--- src/rtl/rxd_pkg.sv ---
// shared constants and types for the receive decoder configuration block
package rxd_pkg;

    // register indices; byte address is four times the index
    localparam logic [7:0] IDX_THRESHOLD = 8'h18;
    localparam logic [7:0] IDX_DEMOD     = 8'h19;
    localparam logic [7:0] IDX_RSVD_A    = 8'h1a;
    localparam logic [7:0] IDX_RSVD_B    = 8'h1b;
    localparam logic [7:0] IDX_TX_TIMING = 8'h1c;
    localparam logic [7:0] IDX_RX_PARITY = 8'h1d;
    localparam int         ADDR_SHIFT    = 2;

    // reset values
    localparam logic [7:0] RST_THRESHOLD = 8'h84;
    localparam logic [7:0] RST_DEMOD     = 8'h4d;
    localparam logic [7:0] RST_RSVD      = 8'h00;
    localparam logic [7:0] RST_TX_TIMING = 8'h62;
    localparam logic [7:0] RST_RX_PARITY = 8'h00;

    // writable bits of each register
    localparam logic [7:0] WMASK_THRESHOLD = 8'hf7;
    localparam logic [7:0] WMASK_DEMOD     = 8'hff;
    localparam logic [7:0] WMASK_TX_TIMING = 8'h03;
    localparam logic [7:0] WMASK_RX_PARITY = 8'h10;

    // field positions
    localparam int MIN_LVL_LSB  = 4;
    localparam int COLL_LVL_LSB = 0;
    localparam int CH_MODE_LSB  = 6;
    localparam int FIX_CH_BIT   = 5;
    localparam int EVEN_PS_BIT  = 4;
    localparam int TAU_RCV_LSB  = 2;
    localparam int TAU_SYNC_LSB = 0;
    localparam int TX_WAIT_LSB  = 0;
    localparam int PAR_OFF_BIT  = 4;

    // channel select codes
    localparam logic [1:0] CH_STRONGER = 2'h0;
    localparam logic [1:0] CH_FROZEN   = 2'h1;

    // response time offset in bit periods
    localparam logic [3:0] TX_WAIT_OFFSET = 4'h7;

    // collision threshold scale: level counts eighths of the stronger half-bit
    localparam int COLL_SCALE_SHIFT = 3;

    // ahb transfer type
    localparam logic [1:0] HTRANS_NONSEQ = 2'h2;

    // decoded configuration fields
    typedef struct packed {
        logic [3:0] min_signal_threshold;
        logic [2:0] collision_threshold;
        logic [1:0] channel_select_mode;
        logic       fixed_channel_enable;
        logic       even_prescale_select;
        logic [1:0] pll_receive_time_constant;
        logic [1:0] pll_burst_time_constant;
        logic [1:0] extra_response_time;
        logic       parity_off;
    } rxd_cfg_t;

    // received bit stream
    typedef struct packed {
        logic valid;
        logic data;
        logic is_parity;
    } rxd_bit_t;

endpackage
--- src/rtl/rxd_config_regs.sv ---
// receive decoder configuration registers with their decoder, channel, timer and parity logic
//
// Summary of operation
// [RL1] decoder ignores signal below the four-bit minimum level in bits 7..4
// [RL2] collision flagged only when weak half-bit reaches threshold relative to strong
// [RL3] mode 00 picks stronger channel; 01 picks and freezes it; 10, 11 reserved
// [RL4] automatic channel modes act only while fixed-channel bit 5 is zero
// [RL5] fixed-channel bit set: low mode bit 0 uses I, 1 uses Q
// [RL6] even-prescale zero: timer tick every 2*divider+1 carrier cycles
// [RL7] even-prescale one: timer tick every 2*divider+2 carrier cycles
// [RL8] receive time constant drives pll during reception; 00 freezes it
// [RL9] burst time constant in bits 1..0 drives pll during burst
// [RL10] extra response time is transmit-wait field plus seven bit periods
// [RL11] parity-off bit 4 stops transmit parity and receive parity check
// [RL12] with parity off the received parity bit passes on as data
// [RL13] threshold register resets to 84h
// [RL14] transmit timing register resets to 62h
// [RL15] reserved slots 1Ah and 1Bh reset to 00h
// [RL16] reserved bits and registers read zero, writes have no effect; transmit timing bits 7..2 keep their reset bits and read back as 60h
// [RL17] host changes settings only while no transfer is in progress
//
// The AHB-Lite register port was left to the implementer.
`timescale 1ns/1ns
module rxd_config_regs
#(
    parameter int TDIV_W = 12
)
(
    input  wire logic                clock,
    input  wire logic                rst,
    input  wire logic                hsel,
    input  wire logic [31:0]         haddr,
    input  wire logic [1:0]          htrans,
    input  wire logic                hwrite,
    input  wire logic [2:0]          hsize,
    input  wire logic [31:0]         hwdata,
    input  wire logic                hready,
    output logic [31:0]              hrdata,
    output logic                     hreadyout,
    output logic                     hresp,
    input  wire logic                carrier_tick,
    input  wire logic [TDIV_W-1:0]   timer_divider_value,
    input  wire logic                sample_valid,
    input  wire logic [3:0]          sig_strength,
    input  wire logic [7:0]          half_strong,
    input  wire logic [7:0]          half_weak,
    input  wire logic [7:0]          i_amp,
    input  wire logic [7:0]          q_amp,
    input  wire logic                comm_active,
    input  wire logic                receiving,
    input  wire rxd_pkg::rxd_bit_t   rx_in,
    output logic                     sig_accepted,
    output logic                     bit_collision,
    output logic                     use_q_channel,
    output logic                     timer_tick,
    output logic [1:0]               pll_time_constant,
    output logic                     pll_frozen,
    output logic [3:0]               extra_response_bits,
    output logic                     tx_parity_enable,
    output rxd_pkg::rxd_bit_t        rx_out,
    output logic                     rx_parity_error
);
    import rxd_pkg::*;

    if (TDIV_W < 1 || TDIV_W > 16)
    begin : g_chk
        $error("TDIV_W must be 1 to 16");
    end

    localparam int TCNT_W = TDIV_W + 2;

    // index decode from byte address
    function automatic logic [7:0] reg_index(input logic [31:0] a);
        reg_index = a[ADDR_SHIFT+7:ADDR_SHIFT];
    endfunction

    function automatic logic idx_hit(input logic [31:0] a);
        logic [7:0] i;
        i = reg_index(a);
        idx_hit = (a[31:ADDR_SHIFT+8] == '0) && (a[ADDR_SHIFT-1:0] == '0)
                  && (i >= IDX_THRESHOLD) && (i <= IDX_RX_PARITY);
    endfunction

    // register state
    logic [7:0]   threshold_reg;
    logic [7:0]   threshold_next;
    logic [7:0]   demod_reg;
    logic [7:0]   demod_next;
    logic [7:0]   tx_timing_reg;
    logic [7:0]   tx_timing_next;
    logic [7:0]   rx_parity_reg;
    logic [7:0]   rx_parity_next;

    // bus state
    logic         wr_pend_reg;
    logic         wr_pend_next;
    logic [7:0]   wr_idx_reg;
    logic [7:0]   wr_idx_next;
    logic [31:0]  hrdata_reg;
    logic [31:0]  hrdata_next;

    // block state
    logic              sig_acc_reg;
    logic              sig_acc_next;
    logic              coll_reg;
    logic              coll_next;
    logic              use_q_reg;
    logic              use_q_next;
    logic              frozen_q_reg;
    logic              frozen_q_next;
    logic              frozen_ok_reg;
    logic              frozen_ok_next;
    logic [TCNT_W-1:0] tcnt_reg;
    logic [TCNT_W-1:0] tcnt_next;
    logic              tick_reg;
    logic              tick_next;
    logic [1:0]        pll_tc_reg;
    logic [1:0]        pll_tc_next;
    logic              pll_frz_reg;
    logic              pll_frz_next;
    logic [3:0]        resp_reg;
    logic [3:0]        resp_next;
    logic              txpar_reg;
    logic              txpar_next;
    logic              par_acc_reg;
    logic              par_acc_next;
    rxd_bit_t          rx_out_reg;
    rxd_bit_t          rx_out_next;
    logic              par_err_reg;
    logic              par_err_next;

    rxd_cfg_t     cfg;
    logic         addr_ok;
    logic         q_stronger;
    logic [TCNT_W-1:0] tcnt_last;
    logic [10:0]  weak_scaled;
    logic [10:0]  strong_scaled;
    logic [7:0]   wbyte;

    // field view of the stored registers
    always_comb
    begin
        cfg.min_signal_threshold      = threshold_reg[MIN_LVL_LSB +: 4];
        cfg.collision_threshold       = threshold_reg[COLL_LVL_LSB +: 3];
        cfg.channel_select_mode       = demod_reg[CH_MODE_LSB +: 2];
        cfg.fixed_channel_enable      = demod_reg[FIX_CH_BIT];
        cfg.even_prescale_select      = demod_reg[EVEN_PS_BIT];
        cfg.pll_receive_time_constant = demod_reg[TAU_RCV_LSB +: 2];
        cfg.pll_burst_time_constant   = demod_reg[TAU_SYNC_LSB +: 2];
        cfg.extra_response_time       = tx_timing_reg[TX_WAIT_LSB +: 2];
        cfg.parity_off                = rx_parity_reg[PAR_OFF_BIT];
    end

    // bus and register next values
    always_comb
    begin
        addr_ok        = hsel && hready && (htrans == HTRANS_NONSEQ);
        wbyte          = hwdata[7:0];
        threshold_next = threshold_reg;
        demod_next     = demod_reg;
        tx_timing_next = tx_timing_reg;
        rx_parity_next = rx_parity_reg;
        wr_pend_next   = addr_ok && hwrite && idx_hit(haddr);
        wr_idx_next    = reg_index(haddr);
        hrdata_next    = hrdata_reg;
        if (wr_pend_reg)
        begin
            case (wr_idx_reg)
                IDX_THRESHOLD: threshold_next = (wbyte & WMASK_THRESHOLD)
                                              | (RST_THRESHOLD & ~WMASK_THRESHOLD); // [RL16]
                IDX_DEMOD:     demod_next     = wbyte & WMASK_DEMOD;
                IDX_TX_TIMING: tx_timing_next = (wbyte & WMASK_TX_TIMING)
                                              | (RST_TX_TIMING & ~WMASK_TX_TIMING); // [RL16]
                IDX_RX_PARITY: rx_parity_next = wbyte & WMASK_RX_PARITY; // [RL16]
                default:       threshold_next = threshold_reg; // [RL16]
            endcase
        end
        if (addr_ok && !hwrite)
        begin
            // read sees a write still in its data phase
            hrdata_next = 32'h0000_0000;
            if (idx_hit(haddr))
            begin
                case (reg_index(haddr))
                    IDX_THRESHOLD: hrdata_next[7:0] = threshold_next;
                    IDX_DEMOD:     hrdata_next[7:0] = demod_next;
                    IDX_TX_TIMING: hrdata_next[7:0] = tx_timing_next;
                    IDX_RX_PARITY: hrdata_next[7:0] = rx_parity_next;
                    default:       hrdata_next[7:0] = RST_RSVD; // [RL15] [RL16]
                endcase
            end
        end
    end

    // decoder, channel, timer, pll and parity next values
    always_comb
    begin
        // signal level and collision
        weak_scaled   = {half_weak, 3'h0};
        strong_scaled = 11'(half_strong) * 11'(cfg.collision_threshold);
        sig_acc_next  = sig_acc_reg;
        coll_next     = coll_reg;
        if (sample_valid)
        begin
            sig_acc_next = (sig_strength >= cfg.min_signal_threshold); // [RL1]
            coll_next    = (sig_strength >= cfg.min_signal_threshold)
                           && (weak_scaled >= strong_scaled); // [RL1] [RL2]
        end

        // channel selection
        q_stronger     = (q_amp > i_amp);
        frozen_q_next  = frozen_q_reg;
        frozen_ok_next = frozen_ok_reg;
        use_q_next     = use_q_reg;
        if (!comm_active)
        begin
            frozen_ok_next = 1'b0;
        end
        else if (!frozen_ok_reg)
        begin
            frozen_ok_next = 1'b1;
            frozen_q_next  = q_stronger;
        end
        if (cfg.fixed_channel_enable)
        begin
            use_q_next = cfg.channel_select_mode[0]; // [RL5]
        end
        else
        begin
            case (cfg.channel_select_mode) // [RL4]
                CH_STRONGER: use_q_next = q_stronger; // [RL3]
                CH_FROZEN:   use_q_next = (comm_active && frozen_ok_reg) ? frozen_q_reg : q_stronger; // [RL3]
                default:     use_q_next = use_q_reg; // [RL3]
            endcase
        end

        // timer prescaler
        tcnt_last = {1'b0, timer_divider_value, 1'b0}
                    + TCNT_W'(cfg.even_prescale_select); // [RL6] [RL7]
        tcnt_next = tcnt_reg;
        tick_next = 1'b0;
        if (carrier_tick)
        begin
            if (tcnt_reg >= tcnt_last)
            begin
                tcnt_next = '0;
                tick_next = 1'b1;
            end
            else
            begin
                tcnt_next = tcnt_reg + TCNT_W'(1);
            end
        end

        // pll time constant
        pll_tc_next  = receiving ? cfg.pll_receive_time_constant
                                 : cfg.pll_burst_time_constant; // [RL8] [RL9]
        pll_frz_next = receiving && (cfg.pll_receive_time_constant == 2'h0); // [RL8]

        // response time and transmit parity
        resp_next  = {2'h0, cfg.extra_response_time} + TX_WAIT_OFFSET; // [RL10]
        txpar_next = !cfg.parity_off; // [RL11]

        // receive parity
        rx_out_next  = '0;
        par_err_next = 1'b0;
        par_acc_next = par_acc_reg;
        if (rx_in.valid)
        begin
            if (rx_in.is_parity && !cfg.parity_off)
            begin
                par_err_next = (rx_in.data == par_acc_reg); // [RL11]
                par_acc_next = 1'b0;
            end
            else
            begin
                rx_out_next.valid = 1'b1;
                rx_out_next.data  = rx_in.data; // [RL12]
                par_acc_next      = rx_in.is_parity ? 1'b0 : (par_acc_reg ^ rx_in.data); // [RL12]
            end
        end
    end

    // registers
    always_ff @(posedge clock or posedge rst)
    begin
        if (rst)
        begin
            threshold_reg <= RST_THRESHOLD; // [RL13]
            demod_reg     <= RST_DEMOD;
            tx_timing_reg <= RST_TX_TIMING; // [RL14]
            rx_parity_reg <= RST_RX_PARITY;
            wr_pend_reg   <= 1'b0;
            wr_idx_reg    <= 8'h00;
            hrdata_reg    <= 32'h0000_0000;
            sig_acc_reg   <= 1'b0;
            coll_reg      <= 1'b0;
            use_q_reg     <= 1'b0;
            frozen_q_reg  <= 1'b0;
            frozen_ok_reg <= 1'b0;
            tcnt_reg      <= '0;
            tick_reg      <= 1'b0;
            pll_tc_reg    <= 2'h0;
            pll_frz_reg   <= 1'b0;
            resp_reg      <= 4'h0;
            txpar_reg     <= 1'b0;
            par_acc_reg   <= 1'b0;
            rx_out_reg    <= '0;
            par_err_reg   <= 1'b0;
        end
        else
        begin
            threshold_reg <= threshold_next;
            demod_reg     <= demod_next;
            tx_timing_reg <= tx_timing_next;
            rx_parity_reg <= rx_parity_next;
            wr_pend_reg   <= wr_pend_next;
            wr_idx_reg    <= wr_idx_next;
            hrdata_reg    <= hrdata_next;
            sig_acc_reg   <= sig_acc_next;
            coll_reg      <= coll_next;
            use_q_reg     <= use_q_next;
            frozen_q_reg  <= frozen_q_next;
            frozen_ok_reg <= frozen_ok_next;
            tcnt_reg      <= tcnt_next;
            tick_reg      <= tick_next;
            pll_tc_reg    <= pll_tc_next;
            pll_frz_reg   <= pll_frz_next;
            resp_reg      <= resp_next;
            txpar_reg     <= txpar_next;
            par_acc_reg   <= par_acc_next;
            rx_out_reg    <= rx_out_next;
            par_err_reg   <= par_err_next;
        end
    end

    // zero wait state from the first clock after reset, always okay response
    logic ready_reg;
    always_ff @(posedge clock or posedge rst)
    begin
        if (rst)
        begin
            ready_reg <= 1'b0;
        end
        else
        begin
            ready_reg <= 1'b1;
        end
    end

    logic resp_err_reg;
    always_ff @(posedge clock or posedge rst)
    begin
        if (rst)
        begin
            resp_err_reg <= 1'b0;
        end
        else
        begin
            resp_err_reg <= 1'b0;
        end
    end

    assign hrdata              = hrdata_reg;
    assign hreadyout           = ready_reg;
    assign hresp               = resp_err_reg;
    assign sig_accepted        = sig_acc_reg;
    assign bit_collision       = coll_reg;
    assign use_q_channel       = use_q_reg;
    assign timer_tick          = tick_reg;
    assign pll_time_constant   = pll_tc_reg;
    assign pll_frozen          = pll_frz_reg;
    assign extra_response_bits = resp_reg;
    assign tx_parity_enable    = txpar_reg;
    assign rx_out              = rx_out_reg;
    assign rx_parity_error     = par_err_reg;

endmodule

--- config.mk ---
export PLATFORM = sky130hd
export DESIGN_NAME = rxd_config_regs
export DESIGN_NICKNAME = d
export VERILOG_FILES = /design/src/rtl/rxd_pkg.sv /design/src/rtl/rxd_config_regs.sv
export SDC_FILE = /design/constraint.sdc
export NUM_CORES = 1
export LEC_CHECK = 0
export BUFFER_PORTS_ARGS = -buffer_cell sky130_fd_sc_hd__buf_2
export CAP_MARGIN = 20
export CORE_MARGIN = 2
export CORE_UTILIZATION = 50
export DETAILED_ROUTE_END_ITERATION = 6
export PLACE_DENSITY = 0.81
export SYNTH_ARGS = -nofsm -noshare
export SYNTH_HDL_FRONTEND = slang
export SYNTH_SLANG_ARGS = --single-unit
--- constraint.sdc ---
create_clock -name clock -period 4.83 [get_ports clock]
set_clock_uncertainty 0.1 [all_clocks]
set_input_delay 0.966 -clock clock [delete_from_list [all_inputs] [get_ports clock]]
set_output_delay 0.966 -clock clock [all_outputs]
set_load 0.02 [all_outputs]
== Word-level counts from Yosys, hierarchy flattened ==
Index checks and enable logic that the tools add are counted.

* Reduce and logical (&&, ||, !) cells: 20
* Mux-type cells: 24
* Eq/ne operators: 11
* Add/sub/neg operators: 3
* Bitwise gates (word level): 2
* $lt $le $gt $ge: 6
* Multiply operators: 1

{| class="wikitable"
|+ Operators by type and width
! kind !! count
|-
| 8-bit two-way mux || 9
|-
| 8-bit by 5-bit == test with 1-bit output (second input constant) || 8
|-
| 8-bit case mux with 4 select lines || 1
|-
| 22-bit logical NOT || 1
|-
| 13-bit by 1-bit adder with 14-bit output || 1
|-
| 14-bit by 1-bit adder with 14-bit output (second input constant) || 1
|-
| 14-bit >= comparator || 1
|-
| 14-bit two-way mux || 1
|-
| 1-bit logical AND || 12
|-
| 11-bit >= comparator || 1
|-
| 8-bit by 3-bit multiplier with 11-bit output || 1
|-
| 1-bit two-way mux || 9
|-
| 8-bit by 5-bit >= comparator with 1-bit output (second input constant) || 1
|-
| 8-bit greater-than comparator || 1
|-
| 8-bit by 5-bit <= comparator with 1-bit output (second input constant) || 1
|-
| 2-bit logical NOT || 3
|-
| 2-bit two-way mux || 3
|-
| 2-bit by 3-bit adder with 4-bit output (second input constant) || 1
|-
| 4-bit >= comparator || 1
|-
| 3-bit nonzero test || 1
|-
| 2-bit by 1-bit == test with 1-bit output (second input constant) || 1
|-
| 2-bit == test (second input constant) || 1
|-
| 1-bit logical NOT || 2
|-
| 1-bit case mux with 2 select lines || 1
|-
| other kinds (4) || 4
|}

* Output and inout port bits: 50
* Word-level logic and storage cells: 90
* Bits in registers: 82

== Longest topological paths before layout ==
* Depth in word-level cells: 5
* Gate-level depth with buffers: 17

== Worst setup path after synthesis ==
No wires, ideal clock.

* Path kind: in2reg
* Start: input half_strong[0]
* End: register coll_reg, in the netlist bit_collision
* Library setup time: 0.120 ns
* Data arrival time: 3.687 ns
* Slack: 0.923 ns
* Cell stages on the path: 17
* Path through: and2_1 -> fa_1 -> ha_1 -> inv_1 -> fa_1 -> nor2b_1 -> o21ai_0 -> nand2b_1 -> a21o_1 -> a21o_1 -> xnor2_1 -> ha_1 -> nor2b_1 -> o21ai_0 -> and3_1 -> o21ai_0 -> and3b_1

* Word-level cells in the longest chain between the ends: 3

{| class="wikitable"
|+ Ends and longest elaborated chain
! item !! line !! RTL
|-
| start: declaration || rxd_config_regs.sv:45 || <nowiki>input wire logic [7:0] half_strong,</nowiki>
|-
| 8-bit by 3-bit multiplier with 11-bit output || rxd_config_regs.sv:200 || <nowiki>strong_scaled = 11'(half_strong) * 11'(cfg.collision_threshold);</nowiki>
|-
| 11-bit >= comparator || rxd_config_regs.sv:207 || <nowiki>&& (weak_scaled >= strong_scaled);</nowiki>
|-
| 1-bit logical AND || rxd_config_regs.sv:207 ||
|-
| end signal: assignment || rxd_config_regs.sv:321 || <nowiki>coll_reg <= coll_next;</nowiki>
|-
| end: declaration || rxd_config_regs.sv:105 || <nowiki>logic coll_reg;</nowiki>
|}

Every way passes these cells.
A chain may end at the register's enable or synchronous reset.

== Worst setup path after layout ==
Ends and elaborated chain as after synthesis.

==> flow_metrics.env <==
export IMPL_outcome="finished clean"
export IMPL_synth_top_area_cell="dfrtp_1"
export IMPL_drv_slew=0
export IMPL_p_leak_uw=0.00315
export IMPL_ys_ff_latch=82
export IMPL_whs_ns=0.338
export IMPL_clkLatencyLatePin_ns=0.35
export IMPL_drt_wl_total_um=10500
export IMPL_worstReg2RegStart="threshold_reg[2]$_DFF_PP1_"
export IMPL_yosysWarnings=0
export IMPL_antenna_found_initial=0
export IMPL_h_tree_depth=3
export IMPL_max_freq_ghz=0.252
export IMPL_synth_cell_types=54
export IMPL_grt_max_degree=51
export IMPL_die_h_um=103
export IMPL_p_total_uw=1660
export IMPL_syn_area_um2=4940
export IMPL_synthArstFlopShare=1.00
export IMPL_drv_cap=0
export IMPL_vias=3937
export IMPL_yosysMostFrequentCell="dfrtp_1"
export IMPL_syn_inst=482
export IMPL_startpoint="half_strong[0]"
export IMPL_core_um2=9680
export IMPL_reg2reg_to="bit_collision$_DFFE_PP0P_"
export IMPL_synth_top_area_frac=0.370
export IMPL_critPathKind="input pin to register"
export IMPL_dpl_hpwl_um=8230
export IMPL_power_density_nw_per_um2=281
export IMPL_yosys_top_cells_area="dfrtp_1 37%, ha_1 11%, dfstp_2 4.8%, inv_1 4.2%, buf_4 4.0%"
export IMPL_synthTopCellsByCount="73 x dfrtp_1, 55 x inv_1, 45 x ha_1"
export IMPL_post_cts_buffers=0
export IMPL_cts_buffers=9
export IMPL_ir_drop_uv=194
export IMPL_endpoint_kind="register"
export IMPL_boundaryPins=179
export IMPL_relSlewSlack=0.427
export IMPL_period_share=0.823
export IMPL_synth_seq_area_share=0.418
export IMPL_routed_via_density=5.24
export IMPL_largest_register_ffs=14
export IMPL_drive_gt1_frac=0.284
export IMPL_arrival_ns=4.11
export IMPL_path_clk_slew_ns=0.08
export IMPL_drtAntennaViolNets=0
export IMPL_gr_total_overflow=0
export IMPL_cts_root_buffer="clkbuf_8"
export IMPL_grt_setup_unrepaired="no"
export IMPL_grt_pass1_wl_um=17200
export IMPL_nNetsFinal=797
export IMPL_cts_sinks=82
export IMPL_synthToLayoutAreaGrowth_pct=19.1
export IMPL_design_die_area_um2=10700
export IMPL_final_min_clock_period_ns=3.97
export IMPL_rrSetupSlack_ns=1.09
export IMPL_fin_tns_setup_ns=0
export IMPL_avgRoutedWirePerCell_um=14.0
export IMPL_ys_flop_type="dfrtp_1"
export IMPL_drt_first_iter_violations=132
export IMPL_design_area_um2=5880
export IMPL_synth_edff_count=0
export IMPL_gp_congestion=0.810
export IMPL_syn_area_per_cell_um2=10.2
export IMPL_worst_pin_slew_ns=0.859
export IMPL_crit_path_end="bit_collision$_DFFE_PP0P_"
export IMPL_startpoint_type="input pin"
export IMPL_die_x_um=103
export IMPL_postPlaceCellArea_um2=5630
export IMPL_setup_violations_final=0
export IMPL_post_route_util=0.607
export IMPL_drcViolationCount=0
export IMPL_rows=36
export IMPL_postCtsHoldBufs=0
export IMPL_finalHoldViolCount=0
export IMPL_crit_fanout=3
export IMPL_port_buffers=125
export IMPL_n_antenna_cell=0
export IMPL_min_path_type="register to register"
export IMPL_r2r_worst_path_cells=16
export IMPL_grt_pass1_vias=3926
export IMPL_tritoncts="done"
export IMPL_crit_required_ns=4.97
export IMPL_clock_path_buffers=2
export IMPL_firstDrtPassIters=4
export IMPL_cts_resized=0
export IMPL_grt_usage=0.205
export IMPL_start_util=0.510
## layout make-up
class,count,area (um2)
clock buffer,9,124
clock inverter,5,129
fill,816,3800
inverter,55,208
multi-input combinational,340,2540
sequential,82,2060
tap,133,166
timing repair buffer,128,648
## worst min path at each step
stage / start / slack (ns) / depth (start not counted) / to
2_1_floorplan: rx_parity_reg[4]$_DFF_PP0_ / 0.30 / 1 / tx_parity_enable$_DFF_PP0_
3_3_place_gp: rx_parity_reg[4]$_DFF_PP0_ / 0.33 / 1 / tx_parity_enable$_DFF_PP0_
3_5_place_dp: rx_parity_reg[4]$_DFF_PP0_ / 0.33 / 1 / tx_parity_enable$_DFF_PP0_
4_1_cts: rx_parity_reg[4]$_DFF_PP0_ / 0.34 / 1 / tx_parity_enable$_DFF_PP0_
5_1_grt: tx_timing_reg[0]$_DFF_PP0_ / 0.36 / 1 / extra_response_bits[0]$_DFF_PP0_
6_report: tx_timing_reg[0]$_DFF_PP0_ / 0.34 / 1 / extra_response_bits[0]$_DFF_PP0_
## placed cells by master (no fill, tap or decap), drive strengths merged, types with 3 or more instances in the layout
master and n:
buf 128, dfrtp 73, inv 54, ha 45, nor2 27, conb 27
and2 24, nand2 23, o21ai 16, mux2 16, nand3 15, a21o 12
nor2b 11, a21oi 11, xor2 10, a22o 9, clkbuf 9, dfstp 9
nor4 8, nand4 7, fa 7, nor3 7, and3 5, nand2b 5
xnor2 5, a31oi 4, o211ai 4, bufinv 4, nor3b 3, or2 3
mux2i 3, a211oi 3, a22oi 3
## stage by stage
stage,setup slack [ns],instances
2_1_floorplan,0.923,507
3_3_place_gp,0.670,738
3_5_place_dp,0.526,738
4_1_cts,0.893,752
5_1_grt,0.705,752
6_report,0.857,752
## report_power, final
group          internal, uW  total, uW  switching (uW)  leakage (uW)
sequential              729        772            43.0       0.00102
combinational           110        250             140       0.00201
clock                   391        634             243      0.000125
## metal layers
| metal | global-route usage | share of wire | routed length, um | up-vias |
|---|---|---|---|---|
| li1 | - | - | - | 1885 |
| met1 | 0.242 | 0.41 | 4360 | 1888 |
| met2 | 0.375 | 0.51 | 5420 | 149 |
| met3 | 0.0370 | 0.054 | 564 | 15 |
| met4 | 0.0648 | 0.017 | 180 | 0 |
| met5 | 0 | 0 | 0 | - |
## cells by family after synthesis
kind of cell / after synthesis / share of synthesized area
flip-flops: 82 / 0.418
adder cells (fa/ha/maj): 52 / 0.142
other: 2 / 0.00152
AO/OA/AOI/OAI: 74 / 0.102
buffers and inverters: 85 / 0.0859
XOR/XNOR: 15 / 0.0266
multiplexers: 21 / 0.0532
AND/OR/NAND/NOR: 151 / 0.171
## worst max-delay path, stage by stage
cell,delay [ns]
buf_2,0.11
and2_1,0.16
fa_1,0.54
ha_1,0.16
inv_1,0.05
fa_1,0.40
nor2b_1,0.13
o21ai_0,0.08
nand2b_1,0.11
a21o_1,0.13
a21o_1,0.14
xnor2_1,0.12
ha_1,0.25
nor2b_1,0.13
o21ai_0,0.19
and3_1,0.19
o21ai_0,0.09
and3b_1,0.16
No activity file was read; power rests on OpenSTA's default activity.
